**config.mk**
```make
export PLATFORM = sky130hd
export DESIGN_NAME = otpstr_top
export DESIGN_NICKNAME = d
export VERILOG_FILES = /design/src/otpstr_pkg.sv /design/src/otpstr_fuse_array.sv /design/src/otpstr_top.sv
export SDC_FILE = /design/constraint.sdc
export NUM_CORES = 1
export LEC_CHECK = 0
export BUFFER_PORTS_ARGS = -buffer_cell sky130_fd_sc_hd__clkbuf_2
export CORE_MARGIN = 3
export CORE_UTILIZATION = 42
export CTS_CLUSTER_DIAMETER = 50
export CTS_CLUSTER_SIZE = 25
export DETAILED_ROUTE_END_ITERATION = 8
export SKIP_CTS_REPAIR_TIMING = 1
export SLEW_MARGIN = 20
export SYNTH_ARGS = -nofsm -noshare
export SYNTH_HDL_FRONTEND = slang
export SYNTH_HIERARCHICAL = 1
export SYNTH_SLANG_ARGS = --single-unit
```
**constraint.sdc**
```tcl
create_clock -name core_clk -period 3.6 [get_ports core_clk]
set_input_delay 0.18 -clock core_clk [delete_from_list [all_inputs] [get_ports core_clk]]
set_output_delay 0.18 -clock core_clk [all_outputs]
set_load 0.02 [all_outputs]
```
**src/otpstr_pkg.sv**
```systemverilog
// Package: constants, register map and carrier types for the one-time store and trim readback
package otpstr_pkg;

  // Clock and operation timing
  localparam int CLK_PERIOD_PS   = 25000;
  localparam int REFRESH_TIME_NS = 1000;
  localparam int PROG_TIME_US    = 100;
  localparam int REFRESH_CYCLES  = (REFRESH_TIME_NS * 1000 + CLK_PERIOD_PS - 1) / CLK_PERIOD_PS;
  localparam int PROG_CYCLES     = (PROG_TIME_US * 1000000 + CLK_PERIOD_PS - 1) / CLK_PERIOD_PS;
  localparam int TIMER_W         = 12;

  // Store geometry
  localparam int NV_BITS      = 40;
  localparam int NV_LOCK_BIT  = 39;
  localparam int WIN_W        = 10;
  localparam logic [NV_BITS-1:0] NV_BLANK = 40'h00_0000_0000;

  // Register offsets
  localparam logic [4:0] ADDR_DIAG_LATCH = 5'h16;
  localparam logic [4:0] ADDR_STATUS     = 5'h17;
  localparam logic [4:0] ADDR_TRIM_RANGE = 5'h18;
  localparam logic [4:0] ADDR_DELTA_LOW  = 5'h19;
  localparam logic [4:0] ADDR_DELTA_HIGH = 5'h1A;
  localparam logic [4:0] ADDR_TEMPCO_C1  = 5'h1B;
  localparam logic [4:0] ADDR_TEMPCO_C2  = 5'h1C;
  localparam logic [4:0] ADDR_TEMPCO_SP  = 5'h1D;
  localparam logic [4:0] ADDR_NV_WINDOW  = 5'h1E;
  localparam logic [4:0] ADDR_REVISION   = 5'h1F;

  // Field positions
  localparam int PARITY_BIT    = 8;
  localparam int DIAG_FAIL_BIT = 7;
  localparam int ST_ACTIVE_BIT = 4;
  localparam int ST_C1_SHORT   = 3;
  localparam int ST_C2_SHORT   = 2;
  localparam int ST_C1_RUN     = 1;
  localparam int ST_C2_RUN     = 0;

  // Store commands
  localparam logic [1:0] CMD_NOP_LOW  = 2'h0;
  localparam logic [1:0] CMD_REFRESH  = 2'h1;
  localparam logic [1:0] CMD_PROGRAM  = 2'h2;
  localparam logic [1:0] CMD_NOP_HIGH = 2'h3;

  // Revision code: arbitrary neutral values
  localparam logic [1:0] REV_FULL_MASK = 2'h0;
  localparam logic [1:0] REV_METAL     = 2'h0;
  localparam logic       REV_TOP_BIT   = 1'b1;

  typedef enum logic [2:0] {
    OTPSTR_IDLE    = 3'b001,
    OTPSTR_REFRESH = 3'b010,
    OTPSTR_PROGRAM = 3'b100
  } otpstr_state_e;

  // Packed so that the struct is the store word below the lock bit
  typedef struct packed {
    logic [1:0] overcurrent_period_count;
    logic       chan2_thermal_autorecover;
    logic       chan1_thermal_autorecover;
    logic [2:0] failsafe_config;
    logic       chan2_enable;
    logic       chan1_enable;
    logic [4:0] chan2_off_time;
    logic [4:0] chan1_off_time;
    logic [1:0] chan2_sense_range;
    logic [7:0] chan2_voltage_threshold;
    logic [1:0] chan1_sense_range;
    logic [7:0] chan1_voltage_threshold;
  } otpstr_cfg_s;

  typedef struct packed {
    logic [6:0] peak_trim_range;
    logic [3:0] peak_trim_delta_four;
    logic [3:0] peak_trim_delta_three;
    logic [3:0] peak_trim_delta_two;
    logic [3:0] peak_trim_delta_one;
    logic [3:0] tempco_high_ranges;
    logic [3:0] tempco_low_ranges;
  } otpstr_trim_s;

  // Odd parity: bit makes the total count of ones odd
  function automatic logic otpstr_odd_parity(input logic [7:0] bits);
    otpstr_odd_parity = ~(^bits);
  endfunction : otpstr_odd_parity

  function automatic logic [9:0] otpstr_trim_word(input logic [7:0] bits);
    otpstr_trim_word = {1'b0, otpstr_odd_parity(bits), bits};
  endfunction : otpstr_trim_word

endpackage : otpstr_pkg

```
**src/otpstr_fuse_array.sv**
```systemverilog
// Fuse array model: 40 fuses, timed sense and burn
`timescale 1ns/10ps
module otpstr_fuse_array
(
  // Clock and reset
  input  wire logic                              core_clk,
  input  wire logic                              resetn,
  // Operation requests, one-cycle pulses
  input  wire logic                              go_refresh,
  input  wire logic                              go_program,
  input  wire logic [otpstr_pkg::NV_BITS-1:0]    burn_word,
  // Results
  output logic      [otpstr_pkg::NV_BITS-1:0]    sense_word,
  output logic                                   lock_state,
  output logic                                   op_done
);

  logic [otpstr_pkg::NV_BITS-1:0] fuse;
  logic [otpstr_pkg::TIMER_W-1:0] timer;
  logic                           running;
  logic                           burning;

  wire timer_end = running && (timer == '0);

  // Fuses only ever blow; only reset returns a blown fuse to NV_BLANK
  always_ff @(posedge core_clk or negedge resetn)
  begin
    if (!resetn)
      fuse <= otpstr_pkg::NV_BLANK;
    else if (timer_end && burning)
      fuse <= fuse | burn_word;
  end

  always_ff @(posedge core_clk or negedge resetn)
  begin
    if (!resetn)
    begin
      running <= 1'b0;
      burning <= 1'b0;
      timer   <= '0;
    end
    else if (go_refresh || go_program)
    begin
      running <= 1'b1;
      burning <= go_program;
      timer   <= go_program ? otpstr_pkg::TIMER_W'(otpstr_pkg::PROG_CYCLES - 1)
                            : otpstr_pkg::TIMER_W'(otpstr_pkg::REFRESH_CYCLES - 1);
    end
    else if (timer_end)
      running <= 1'b0;
    else if (running)
      timer <= timer - 1'b1;
  end

  always_ff @(posedge core_clk or negedge resetn)
  begin
    if (!resetn)
    begin
      sense_word <= '0;
      op_done    <= 1'b0;
    end
    else
    begin
      op_done <= timer_end;
      if (timer_end && !burning)
        sense_word <= fuse;
    end
  end

  assign lock_state = fuse[otpstr_pkg::NV_LOCK_BIT];

  a_burn_sets_lock: assert property (@(posedge core_clk) disable iff (!resetn)
    (timer_end && burning && burn_word[otpstr_pkg::NV_LOCK_BIT]) |=> lock_state)
    else $error("lock fuse not blown by program");

endmodule : otpstr_fuse_array

```
**src/otpstr_top.sv**
```systemverilog
// Store sequencer, status flags and read-only register readback
`timescale 1ns/10ps
module otpstr_top
(
  // Clock and reset
  input  wire logic                     core_clk,
  input  wire logic                     resetn,
  // Register read port from the serial interface
  input  wire logic                     rd_en,
  input  wire logic [4:0]               rd_addr,
  output logic      [9:0]               rd_data,
  output logic                          rd_valid,
  // Store control fields from the writable register file
  input  wire logic                     cmd_wr,
  input  wire logic [1:0]               cmd,
  input  wire logic [1:0]               win_sel,
  input  wire logic                     bank_sel,
  input  wire otpstr_pkg::otpstr_cfg_s  cfg,
  // Factory trim constants
  input  wire otpstr_pkg::otpstr_trim_s trim_c1,
  input  wire otpstr_pkg::otpstr_trim_s trim_c2,
  // Analog monitors and regulator state
  input  wire logic                     program_supply_undervoltage,
  input  wire logic                     chan1_short_on_evt,
  input  wire logic                     chan2_short_on_evt,
  input  wire logic                     chan1_enabled,
  input  wire logic                     chan2_enabled,
  // Status
  output logic                          nv_busy,
  output logic                          nv_locked,
  output logic                          program_failed
);

  otpstr_pkg::otpstr_state_e state;
  otpstr_pkg::otpstr_state_e next_state;

  logic [otpstr_pkg::NV_BITS-1:0] sense_word;
  logic [otpstr_pkg::NV_BITS-1:0] shadow;
  logic                           lock_state;
  logic                           op_done;
  logic                           chan1_short_on_flag;
  logic                           chan2_short_on_flag;
  logic                           chan1_running;
  logic                           chan2_running;
  logic                           next_busy;
  logic                           next_fail;
  logic                           next_c1_short;
  logic                           next_c2_short;
  logic [9:0]                     next_rd_data;
  logic [otpstr_pkg::TIMER_W-1:0] busy_len;

  // Command decode
  wire idle        = (state == otpstr_pkg::OTPSTR_IDLE);
  wire want_fresh  = cmd_wr && (cmd == otpstr_pkg::CMD_REFRESH);
  wire want_burn   = cmd_wr && (cmd == otpstr_pkg::CMD_PROGRAM);
  wire go_refresh  = idle && want_fresh;
  wire go_program  = idle && want_burn && !lock_state;
  wire in_program  = (state == otpstr_pkg::OTPSTR_PROGRAM);

  // Burn word is the live configuration plus the lock fuse
  wire [otpstr_pkg::NV_BITS-1:0] burn_word = {1'b1, cfg};

  // Read decode
  wire rd_diag   = rd_en && (rd_addr == otpstr_pkg::ADDR_DIAG_LATCH);
  wire rd_status = rd_en && (rd_addr == otpstr_pkg::ADDR_STATUS);

  otpstr_fuse_array u_fuse
  (
    .core_clk   (core_clk),
    .resetn     (resetn),
    .go_refresh (go_refresh),
    .go_program (go_program),
    .burn_word  (burn_word),
    .sense_word (sense_word),
    .lock_state (lock_state),
    .op_done    (op_done)
  );

  always_comb
  begin
    next_state = state;
    case (state)
      otpstr_pkg::OTPSTR_IDLE:
      begin
        if (go_program)
          next_state = otpstr_pkg::OTPSTR_PROGRAM;
        else if (go_refresh)
          next_state = otpstr_pkg::OTPSTR_REFRESH;
      end
      otpstr_pkg::OTPSTR_REFRESH:
      begin
        if (op_done)
          next_state = otpstr_pkg::OTPSTR_IDLE;
      end
      otpstr_pkg::OTPSTR_PROGRAM:
      begin
        if (op_done)
          next_state = otpstr_pkg::OTPSTR_IDLE;
      end
      default:
        next_state = otpstr_pkg::OTPSTR_IDLE;
    endcase
  end

  // Flag updates: a new event beats a same-cycle clearing read
  assign next_busy     = (next_state != otpstr_pkg::OTPSTR_IDLE);
  assign next_fail     = (in_program && program_supply_undervoltage)
                         || (program_failed && !rd_diag);
  assign next_c1_short = chan1_short_on_evt || (chan1_short_on_flag && !rd_status);
  assign next_c2_short = chan2_short_on_evt || (chan2_short_on_flag && !rd_status);

  always_ff @(posedge core_clk or negedge resetn)
  begin
    if (!resetn)
    begin
      state               <= otpstr_pkg::OTPSTR_IDLE;
      nv_busy             <= 1'b0;
      program_failed      <= 1'b0;
      chan1_short_on_flag <= 1'b0;
      chan2_short_on_flag <= 1'b0;
      chan1_running       <= 1'b0;
      chan2_running       <= 1'b0;
      nv_locked           <= 1'b0;
    end
    else
    begin
      state               <= next_state;
      nv_busy             <= next_busy;
      program_failed      <= next_fail;
      chan1_short_on_flag <= next_c1_short;
      chan2_short_on_flag <= next_c2_short;
      chan1_running       <= chan1_enabled;
      chan2_running       <= chan2_enabled;
      nv_locked           <= lock_state;
    end
  end

  // Window only changes when a refresh finishes, never mid-operation
  always_ff @(posedge core_clk or negedge resetn)
  begin
    if (!resetn)
      shadow <= '0;
    else if (op_done && (state == otpstr_pkg::OTPSTR_REFRESH))
      shadow <= sense_word;
  end

  // Trim banks; factory values arrive on the trim inputs
  wire otpstr_pkg::otpstr_trim_s trim_bank = bank_sel ? trim_c2 : trim_c1;

  wire [7:0] range_bits  = {1'b0, trim_bank.peak_trim_range};
  wire [7:0] dlow_bits   = {trim_bank.peak_trim_delta_two,
                            trim_bank.peak_trim_delta_one};
  wire [7:0] dhigh_bits  = {trim_bank.peak_trim_delta_four,
                            trim_bank.peak_trim_delta_three};
  wire [7:0] tc1_bits    = {trim_c1.tempco_high_ranges, trim_c1.tempco_low_ranges};
  wire [7:0] tc2_bits    = {trim_c2.tempco_high_ranges, trim_c2.tempco_low_ranges};

  wire [9:0] window_word = shadow[win_sel * otpstr_pkg::WIN_W +: otpstr_pkg::WIN_W];

  wire [9:0] status_word = {5'h00, nv_busy, chan1_short_on_flag, chan2_short_on_flag,
                            chan1_running, chan2_running};
  wire [7:0] status_bits = status_word[7:0];
  wire [7:0] diag_bits   = {program_failed, 7'h00};

  wire [8:0] revision_code = {otpstr_pkg::REV_TOP_BIT, 3'h0, otpstr_pkg::REV_FULL_MASK,
                              1'b0, otpstr_pkg::REV_METAL};

  always_comb
  begin
    case (rd_addr)
      otpstr_pkg::ADDR_DIAG_LATCH: next_rd_data = otpstr_pkg::otpstr_trim_word(diag_bits);
      otpstr_pkg::ADDR_STATUS:     next_rd_data = otpstr_pkg::otpstr_trim_word(status_bits);
      otpstr_pkg::ADDR_TRIM_RANGE: next_rd_data = otpstr_pkg::otpstr_trim_word(range_bits);
      otpstr_pkg::ADDR_DELTA_LOW:  next_rd_data = otpstr_pkg::otpstr_trim_word(dlow_bits);
      otpstr_pkg::ADDR_DELTA_HIGH: next_rd_data = otpstr_pkg::otpstr_trim_word(dhigh_bits);
      otpstr_pkg::ADDR_TEMPCO_C1:  next_rd_data = otpstr_pkg::otpstr_trim_word(tc1_bits);
      otpstr_pkg::ADDR_TEMPCO_C2:  next_rd_data = otpstr_pkg::otpstr_trim_word(tc2_bits);
      otpstr_pkg::ADDR_TEMPCO_SP:  next_rd_data = 10'h000;
      otpstr_pkg::ADDR_NV_WINDOW:  next_rd_data = window_word;
      otpstr_pkg::ADDR_REVISION:   next_rd_data = {1'b0, revision_code};
      default:                     next_rd_data = 10'h000;
    endcase
  end

  always_ff @(posedge core_clk or negedge resetn)
  begin
    if (!resetn)
    begin
      rd_data  <= 10'h000;
      rd_valid <= 1'b0;
    end
    else
    begin
      rd_valid <= rd_en;
      if (rd_en)
        rd_data <= next_rd_data;
    end
  end

  // Busy cycle count; feeds only the length check, one small counter
  always_ff @(posedge core_clk or negedge resetn)
  begin
    if (!resetn)
      busy_len <= '0;
    else if (nv_busy)
      busy_len <= busy_len + 1'b1;
    else
      busy_len <= '0;
  end

  // Checks
  a_busy_on_start: assert property (@(posedge core_clk) disable iff (!resetn)
    (idle && want_fresh) |=> nv_busy ##1 nv_busy)
    else $error("busy not raised for refresh");

  a_busy_drops_done: assert property (@(posedge core_clk) disable iff (!resetn)
    (op_done && !cmd_wr) |=> !nv_busy)
    else $error("busy stays after operation end");

  a_busy_length: assert property (@(posedge core_clk) disable iff (!resetn)
    $fell(nv_busy) |-> busy_len == ($past(in_program)
      ? otpstr_pkg::TIMER_W'(otpstr_pkg::PROG_CYCLES + 1)
      : otpstr_pkg::TIMER_W'(otpstr_pkg::REFRESH_CYCLES + 1)))
    else $error("busy length wrong");

  a_refresh_bounded: assert property (@(posedge core_clk) disable iff (!resetn)
    go_refresh |-> ##[40:43] op_done)
    else $error("refresh length wrong");

  a_short_latch: assert property (@(posedge core_clk) disable iff (!resetn)
    chan1_short_on_evt |=> chan1_short_on_flag)
    else $error("short flag not latched");

  a_short_clear_read: assert property (@(posedge core_clk) disable iff (!resetn)
    (rd_status && !chan2_short_on_evt) |=> !chan2_short_on_flag)
    else $error("short flag not cleared by read");

  a_running_read: assert property (@(posedge core_clk) disable iff (!resetn)
    (rd_status && $past(resetn)) |=>
      (rd_data[otpstr_pkg::ST_C1_RUN] == $past(chan1_enabled, 2))
      && (rd_data[otpstr_pkg::ST_C2_RUN] == $past(chan2_enabled, 2)))
    else $error("running bit wrong");

  a_bank_range: assert property (@(posedge core_clk) disable iff (!resetn)
    (rd_en && rd_addr == otpstr_pkg::ADDR_TRIM_RANGE) |=>
      rd_data[6:0] == $past(bank_sel ? trim_c2.peak_trim_range : trim_c1.peak_trim_range)
      && !rd_data[7] && !rd_data[9])
    else $error("range trim readback wrong");

  a_trim_parity: assert property (@(posedge core_clk) disable iff (!resetn)
    (rd_en && rd_addr >= otpstr_pkg::ADDR_TRIM_RANGE && rd_addr <= otpstr_pkg::ADDR_TEMPCO_C2)
      |=> (^rd_data[8:0]) && !rd_data[9])
    else $error("trim parity wrong");

  a_window_pick: assert property (@(posedge core_clk) disable iff (!resetn)
    (rd_en && rd_addr == otpstr_pkg::ADDR_NV_WINDOW) |=>
      rd_data == $past(shadow[win_sel * otpstr_pkg::WIN_W +: otpstr_pkg::WIN_W]))
    else $error("window slice wrong");

  a_revision_word: assert property (@(posedge core_clk) disable iff (!resetn)
    (rd_en && rd_addr == otpstr_pkg::ADDR_REVISION) |=> !rd_data[9] && rd_data[8])
    else $error("revision word wrong");

  a_locked_no_burn: assert property (@(posedge core_clk) disable iff (!resetn)
    (want_burn && lock_state) |=> !in_program)
    else $error("program started while locked");

  a_fail_latch: assert property (@(posedge core_clk) disable iff (!resetn)
    (in_program && program_supply_undervoltage) |=> program_failed [*2] or
      (program_failed ##1 $past(rd_diag)))
    else $error("program failure not latched");

  c_refresh_read: cover property (@(posedge core_clk) disable iff (!resetn)
    go_refresh ##[40:45] (rd_en && rd_addr == otpstr_pkg::ADDR_NV_WINDOW));

  c_program_done: cover property (@(posedge core_clk) disable iff (!resetn)
    in_program && op_done);

  c_short_set_clear: cover property (@(posedge core_clk) disable iff (!resetn)
    chan1_short_on_evt && rd_status);

  c_locked_refused: cover property (@(posedge core_clk) disable iff (!resetn)
    want_burn && lock_state);

  c_top_window: cover property (@(posedge core_clk) disable iff (!resetn)
    rd_en && (rd_addr == otpstr_pkg::ADDR_NV_WINDOW) && (win_sel == 2'h3));

endmodule : otpstr_top

```
==> results.toml, run 1 <==
[worst_setup_path]
worstPathRequired_ns = 3.90
end_kind = "register"
r2r_cells = 5
start_kind = "register"
path_class = "register to register"
critPathMaxFanout = 40
cp.arrival_ns = 2.72

[job]
drv_cap = 0

[die]
dieArea_um2 = 19700
die_w_um = 140
core_um2 = 17500
start_util = 0.434
fp-row-count = 48
ios = 134
die_h_um = 140

[synth]
netlist_area_um2 = 7580
yosys_most_used_dff = "dfrtp_1"
avgSynthCellArea_um2 = 13.4
syn_inst = 567
syn_nets = 689
ys_seq_area_frac = 0.515
yosysUniqueCellTypes = 68
synth_edf_count = 0
synthArstFlopShare = 1.00
synth_top_area_frac = 0.512
yosysWarningCount = 6
yosys.area.top_type = "dfrtp_1"
ys_ff_latch = 156
synth_area_leaders = "dfrtp_1 (51%), mux2_4 (7.9%), mux2_2 (5.6%)"
yosysMostFrequentCell = "dfrtp_1"
yosys-top-cells-count = "dfrtp_1 (155), a21o_1 (44), mux2_4 (40), mux2_2 (38), mux2i_1 (35)"

[finish]
drive_gt1_frac = 0.361
final_util = 0.541
antenna_cells = 0
regArea_um2 = 3910
syn_to_final_growth_pct = 24.7
nets = 865
fill_cells = 1471
fin_area_um2 = 9450
multi_input_area_um2 = 3460

[run_status]
status = "finished, final reports clean"

[global_routing]
grt_max_degree = 105
grt_pass1_wl_mm = 28.4
grt_pass1_vias = 5353
track_usage = 0.183
antenna_found_initial = 0
grt.busiest_layer = "met2"
globalRoute.totalOverflow = 0
met3_usage = 0.0444
met1_usage = 0.239
use_met2 = 0.298

[power_and_ir_drop]
powerDensity_nw_per_um2 = 447
p_leak_nw = 4.95
vdd_drop_max_mv = 0.295
p_total_mw = 4.22

[timing]
rsz0062_at_grt = "no"
finalSetupViolCount = 0
setup_tns_ns = 0
fin_crit_ns = 2.42
worst_pin_slew_ns = 0.958
layout_worst_path_cycle_share = 0.671
fmax_ghz = 0.414
slew_viol_final = 0
max_slew_margin = 0.361
hold_viol = 0
skew_ns = 0.00957

[placed_design]
place.gp.congestion = 0.886
dp_hpwl_mm = 12.9
place_area_um2 = 8430
port-buffer-count = 133

[cts]
clk-insertion-delay-late_ns = 0.42
cts.path.max_buffers = 2
ctsRootBufferMaster = "clkbuf_16"
clk_pin_slew_ns = 0.06
htreeDepth = 4
clock_sinks = 156
cts_buffers = 17
cts_tree = "yes"

[detailed_routing]
dr_total_vias = 5199
viasPerCell = 5.30
drt_pass1_iterations = 5
wire_per_inst_um = 18.1
ant_nets = 0
drt_wl_total_mm = 17.8
drc = 0
drt_iter0_markers = 402

[min_path]
hp-class = "input pin to register"
hold_depth = 2
[final cells by class]
class | instances | share of cell area
Clock buffer | 20 | 0.0472
Clock inverter | 12 | 0.0146
Inverter | 15 | 0.00596
Multi-Input combinational cell | 371 | 0.366
Sequential cell | 156 | 0.413
Tap cell | 225 | 0.0298
Timing Repair Buffer | 182 | 0.123
[worst paths after layout]
path / from / end / slack, ns
hold / removal: cfg[32] / u_fuse/fuse[32] / 0.005
setup reg to reg: u_fuse/timer[7] / u_fuse/sense_word[1] / 1.18
min in group asynchronous: resetn / rd_data[5] / 0.44
max in group asynchronous: resetn / state[0] / 2.31
hold reg to reg: u_fuse/fuse[30] / u_fuse/fuse[30] / 0.46
setup / recovery: u_fuse/timer[7] / u_fuse/sense_word[1] / 1.18
[flip-flops by register name (all words and copies together) (netlist names), 3 cells and up]
register / count
rd_data: 10
shadow: 40
state: 3
u_fuse/fuse: 40
u_fuse/sense_word: 40
u_fuse/timer: 12
[per-stage QoR]
step | worst slack (ns) | hold WS, ns | std cells
finish | 1.18 | 0.00549 | 981
global route | 1.04 | 0.00350 | 981
CTS | 1.20 | -0.146 | 937
detailed placement | 1.22 | 0.298 | 905
global placement | 1.29 | 0.295 | 905
floorplan | 1.54 | -0.116 | 567
[power by group]
| group | internal (mW) | switching (mW) |
|---|---|---|
| sequential | 1.83 | 0.0846 |
| combinational | 0.275 | 0.292 |
| clock | 1.04 | 0.700 |
[critical path: stages, from the launching register on]
cell	delay (ns)
dfrtp_1	0.44
or4_4	0.62
nor4_4	0.34
nand3b_2	0.10
buf_4	0.35
mux2_4	0.39
[cells by family after synthesis]
logic type | count (synthesis) | synth area share
AOI/OAI and AO/OA | 111 | 0.107
xor gates and xnor gates | 51 | 0.0589
adders and majority gates | 2 | 0.00330
buffers and inverters | 40 | 0.0282
DFF | 156 | 0.515
muxes | 126 | 0.218
other | 1 | 0.000495
and+or+nand+nor | 80 | 0.0693
[cell usage in the layout (no fill, tap or decap), types with 3 or more instances in the layout]
master,n
nand3_1,3
a222oi_1,6
o21ai_0,14
buf_4,4
dlygate4sd3_1,44
dfrtp_1,155
nand3b_1,3
clkbuf_2,132
mux4_2,7
a21oi_1,4
nor2_1,7
mux2_2,38
nand2b_1,5
a31oi_1,4
mux2i_1,35
nor3_1,7
mux2_4,40
clkbuf_16,17
mux2_1,3
or4_1,5
xnor2_1,32
o22ai_1,16
nor3b_2,7
mux4_1,3
clkinvlp_4,5
xor2_1,19
inv_1,15
nand2_1,19
or3_1,3
a21o_1,44
[layer usage]
layer,vias to the layer above,wire (µm),share of wire
met1,2575,7840,0.44
met5,-,0,0
met2,161,8600,0.48
li1,2442,-,-
met3,21,1040,0.058
met4,0,304,0.017
Note: power is estimated with default switching activity, not from simulation.
==> inputs of run 2 (changes only) <==
ABC_AREA = 1   (was not set)
clock period = 2.5 ns   (was 3.6 ns; I/O delays follow)
==> results.toml, run 2 <==
[run_status]
status = "finished, violations left"
violations = "hold timing"

[cts]
clock_sinks = 156
ctsRootBufferMaster = "clkbuf_16"
clk-insertion-delay-late_ns = 0.42
cts_tree = "yes"
cts_buffers = 17
htreeDepth = 4
clk_pin_slew_ns = 0.06
cts.path.max_buffers = 2

[detailed_routing]
drt_wl_total_mm = 21.1
ant_nets = 0
wire_per_inst_um = 13.1
drt_pass1_iterations = 4
drt_iter0_markers = 409
viasPerCell = 4.73
drc = 0
dr_total_vias = 7582

[synth]
yosys.area.top_type = "dfrtp_1"
ys_ff_latch = 156
yosys-top-cells-count = "nand2_1 (459), dfrtp_1 (155), inv_1 (155), nor2_1 (64), o21ai_0 (60)"
syn_inst = 1159
netlist_area_um2 = 8680
synth_edf_count = 0
yosysWarningCount = 6
yosysMostFrequentCell = "nand2_1"
syn_nets = 1281
yosys_most_used_dff = "dfrtp_1"
synth_top_area_frac = 0.447
avgSynthCellArea_um2 = 7.49
ys_seq_area_frac = 0.450
synth_area_leaders = "dfrtp_1 (45%), nand2_1 (20%), inv_1 (6.7%)"
synthArstFlopShare = 1.00
yosysUniqueCellTypes = 43

[die]
die_w_um = 150
ios = 134
die_h_um = 150
core_um2 = 19900
dieArea_um2 = 22400
start_util = 0.436
fp-row-count = 51

[worst_setup_path]
start_kind = "register"
r2r_slack_ns = 0.59
path_class = "register to register"
worstPathRequired_ns = 2.84
r2r_cells = 9
end_kind = "register"
cp.arrival_ns = 2.25
critPathMaxFanout = 33

[finish]
final_common_cell = "nand2_1"
final_cell_mix = "nand2_1 (459), inv_1 (155), dfrtp_1 (155), clkbuf_2 (132), nor2_1 (64)"
nets = 1447
syn_to_final_growth_pct = 21.7
fill_cells = 1966
drive_gt1_frac = 0.179
antenna_cells = 0
reg.largest.list = "shadow x40, u_fuse/fuse x40, u_fuse/sense_word x40"

[placed_design]
port-buffer-count = 133
dp_hpwl_mm = 15.3
place.gp.congestion = 0.840
place_ws_ns = 0.593

[timing]
layout_worst_path_cycle_share = 0.766
hold_viol = 1
slew_viol_final = 0
finalSetupViolCount = 0
fmax_ghz = 0.522
whs_ns = -0.0179
max_slew_margin = 0.604
worst_slack_ns = 0.586
worst_pin_slew_ns = 0.594
rsz0062_at_grt = "no"
setup_tns_ns = 0
fin_crit_ns = 1.91
skew_ns = 0.00999

[min_path]
hp-class = "input pin to register"
hold_depth = 3

[power_and_ir_drop]
p_leak_nw = 6.05
powerDensity_nw_per_um2 = 672
vdd_drop_max_mv = 0.491

[job]
drv_cap = 0

[global_routing]
grt_pass1_wl_mm = 34.0
grt_pass1_vias = 6982
grt_max_degree = 63
antenna_found_initial = 0
track_usage = 0.188
globalRoute.totalOverflow = 0
## run 2: cell families after synthesis
family	count (synthesis)	synth area share
DFF	156	0.450
and+or+nand+nor	609	0.287
other	1	0.000432
xor gates and xnor gates	3	0.00303
buffers and inverters	199	0.104
adders and majority gates	2	0.00288
AOI/OAI and AO/OA	159	0.113
muxes	30	0.0389
## run 2: metal layers
| layer | wire (µm) | share of wire | vias up | track usage |
|---|---|---|---|---|
| met4 | 218 | 0.010 | 0 | 0.0407 |
| met3 | 1060 | 0.050 | 19 | 0.0345 |
| met5 | 0 | 0 | - | 0 |
| li1 | - | - | 3950 | - |
| met2 | 9840 | 0.47 | 144 | 0.310 |
| met1 | 9950 | 0.47 | 3469 | 0.261 |
## run 2: metrics by stage
stage,power [mW],std cells,utilization,instance area [µm²]
after floorplan,4.10,1159,-,8680
after global placement,4.50,1526,0.478,9520
after detailed placement,4.54,1526,0.478,9520
after CTS,7.12,1558,0.508,10100
after global routing,7.56,1603,0.530,10600
final,7.09,1603,0.530,10600
## run 2: worst paths after layout
path,end,startpoint
worst max-delay path,u_fuse/fuse[17],u_fuse/timer[0]
min in group asynchronous,u_fuse/fuse[10],resetn
worst min-delay path,u_fuse/fuse[6],cfg[6]
worst max register to register,u_fuse/fuse[17],u_fuse/timer[0]
max in group asynchronous,state[0],resetn
worst min register to register,u_fuse/fuse[26],u_fuse/fuse[26]
## run 2: worst max-delay path, cell delays in order (launching register included)
cell and delay, ns:
dfrtp_1 0.37, inv_1 0.12, ha_1 0.20, inv_1 0.05, nor2_1 0.15, nand3_1 0.11
nor3_2 0.13, nand3_2 0.19, buf_4 0.32, o21bai_1 0.18
## run 2: final cells by class
type / instances / area (µm²) / area share
clock buffers: 19 / 453 / 0.0429
clock inverters: 13 / 138 / 0.0130
inverters: 158 / 598 / 0.0566
multi-input cells: 804 / 3870 / 0.367
flip-flops and latches: 156 / 3910 / 0.370
well taps: 265 / 332 / 0.0314
repair buffers: 188 / 1260 / 0.119
## run 2: where the power goes
group	switching (mW)	total, mW	internal, mW
logic	0.850	1.41	0.557
registers	0.282	3.13	2.85
clock network	1.03	2.55	1.53
==> inputs of run 3 (changes only) <==
ABC_AREA = 0   (was 1)
clock period = 1.9 ns   (was 2.5 ns; I/O delays follow)
==> results.toml, run 3 (synthesis results as in run 1) <==
[placed_design]
place.gp.congestion = 0.908
place_ws_ns = -0.196
dp_hpwl_mm = 13.1
place_area_um2 = 8740
port-buffer-count = 133
placed_cells = 933

[cts]
clock_sinks = 156
ctsRootBufferMaster = "clkbuf_16"
htreeDepth = 4
cts.path.max_buffers = 2
clk_pin_slew_ns = 0.07
cts_tree = "yes"
cts_buffers = 17
clk-insertion-delay-late_ns = 0.42

[global_routing]
grt_max_degree = 54
grt_pass1_wl_mm = 29.1
met1_usage = 0.251
met3_usage = 0.0393
globalRoute.totalOverflow = 0
track_usage = 0.186
grt.busiest_layer = "met2"
grt_pass1_vias = 5429
antenna_found_initial = 0
use_met2 = 0.299

[power_and_ir_drop]
p_leak_nw = 5.21
vdd_drop_max_mv = 0.670
p_total_mw = 8.12
powerDensity_nw_per_um2 = 818

[timing]
layout_worst_path_cycle_share = 1.10
skew_ns = 0.0104
worst_pin_slew_ns = 0.525
finalSetupViolCount = 81
max_slew_margin = 0.650
hold_viol = 0
fin_crit_ns = 2.09
slew_viol_final = 0
whs_ns = 0.00267
rsz0062_at_grt = "yes"
worst_slack_ns = -0.188
fmax_ghz = 0.479

[finish]
multi_input_area_um2 = 3550
nets = 901
antenna_cells = 0
reg.largest.list = "shadow x40, u_fuse/fuse x40, u_fuse/sense_word x40"
fin_area_um2 = 9930
final_common_cell = "dfrtp_1"
fill_cells = 1471
final_cells = 1017
regArea_um2 = 3910
drive_gt1_frac = 0.402
syn_to_final_growth_pct = 31.0
final_cell_mix = "dfrtp_1 (155), clkbuf_2 (132), dlygate4sd3_1 (45), a21o_1 (44), mux2_4 (40)"

[die]
die_w_um = 140
start_util = 0.434
core_um2 = 17500
dieArea_um2 = 19700
die_h_um = 140
ios = 134
fp-row-count = 48

[worst_setup_path]
start_kind = "register"
path_class = "register to register"
cp.arrival_ns = 2.44
critPathMaxFanout = 10
end_kind = "register"
worstPathRequired_ns = 2.25

[detailed_routing]
drt_pass1_iterations = 7
ant_nets = 0
drc = 0
drt_wl_total_mm = 18.6
wire_per_inst_um = 18.3
dr_total_vias = 5363
viasPerCell = 5.27
drt_iter0_markers = 342

[run_status]
status = "finished, violations left"
violations = "setup timing"

[min_path]
hp-class = "input pin to register"

[job]
drv_cap = 0
run 3: cell types whose count changed in the layout (fill, tap and decap cells not counted), sizes merged, moves of 18 or more:
cell    delta
a21o      +44
buf       +28
inv      -143
mux2      +51
mux2i     +35
nand2    -454
nand3     -52
nor2      -61
o21ai     -62
o21bai    -41
xnor2     +30
xor2      +18
run 3: through the flow:
| stage | setup TNS (ns) | util |
|---|---|---|
| floorplan | -4.55 | - |
| global placement | -7.97 | 0.500 |
| detailed placement | -12.51 | 0.500 |
| CTS | -13.72 | 0.532 |
| global route | -15.91 | 0.568 |
| finish | -11.92 | 0.568 |
run 3: metal layers:
layer	vias to the layer above	share of wire
met1	2659	0.45
met5	-	0
li1	2519	-
met4	0	0.021
met2	159	0.48
met3	26	0.051
run 3: cell type report:
| cell class | count | area share |
|---|---|---|
| flip-flops and latches | 156 | 0.393 |
| multi-input cells | 371 | 0.358 |
| repair buffers | 218 | 0.159 |
| clock buffers | 20 | 0.0470 |
| well taps | 225 | 0.0284 |
| clock inverters | 12 | 0.00907 |
| inverters | 15 | 0.00567 |
run 3: power by group:
group	internal [mW]	leakage [nW]	switching, mW
registers	3.46	2.12	0.121
clock network	1.78	0.262	1.37
logic	0.717	2.83	0.668
run 3: worst paths after layout:
path	end	slack, ns	depth (start not counted)	from
worst max-delay path	u_fuse/fuse[2]	-0.19	6	u_fuse/timer[7]
max in group asynchronous	state[0]	1.05	3	resetn
worst min-delay path	rd_data[6]	0.003	3	trim_c1[6]
min in group asynchronous	shadow[37]	0.21	2	resetn
worst min register to register	u_fuse/fuse[12]	0.46	1	u_fuse/fuse[12]
worst max register to register	u_fuse/fuse[2]	-0.19	6	u_fuse/timer[7]
run 3: critical path, cell delays in order, from the launching register on:
cell,delay [ns]
dfrtp_1,0.38
or4_4,0.57
nor4_4,0.31
buf_4,0.18
and3_4,0.26
clkbuf_16,0.20
a21o_1,0.12
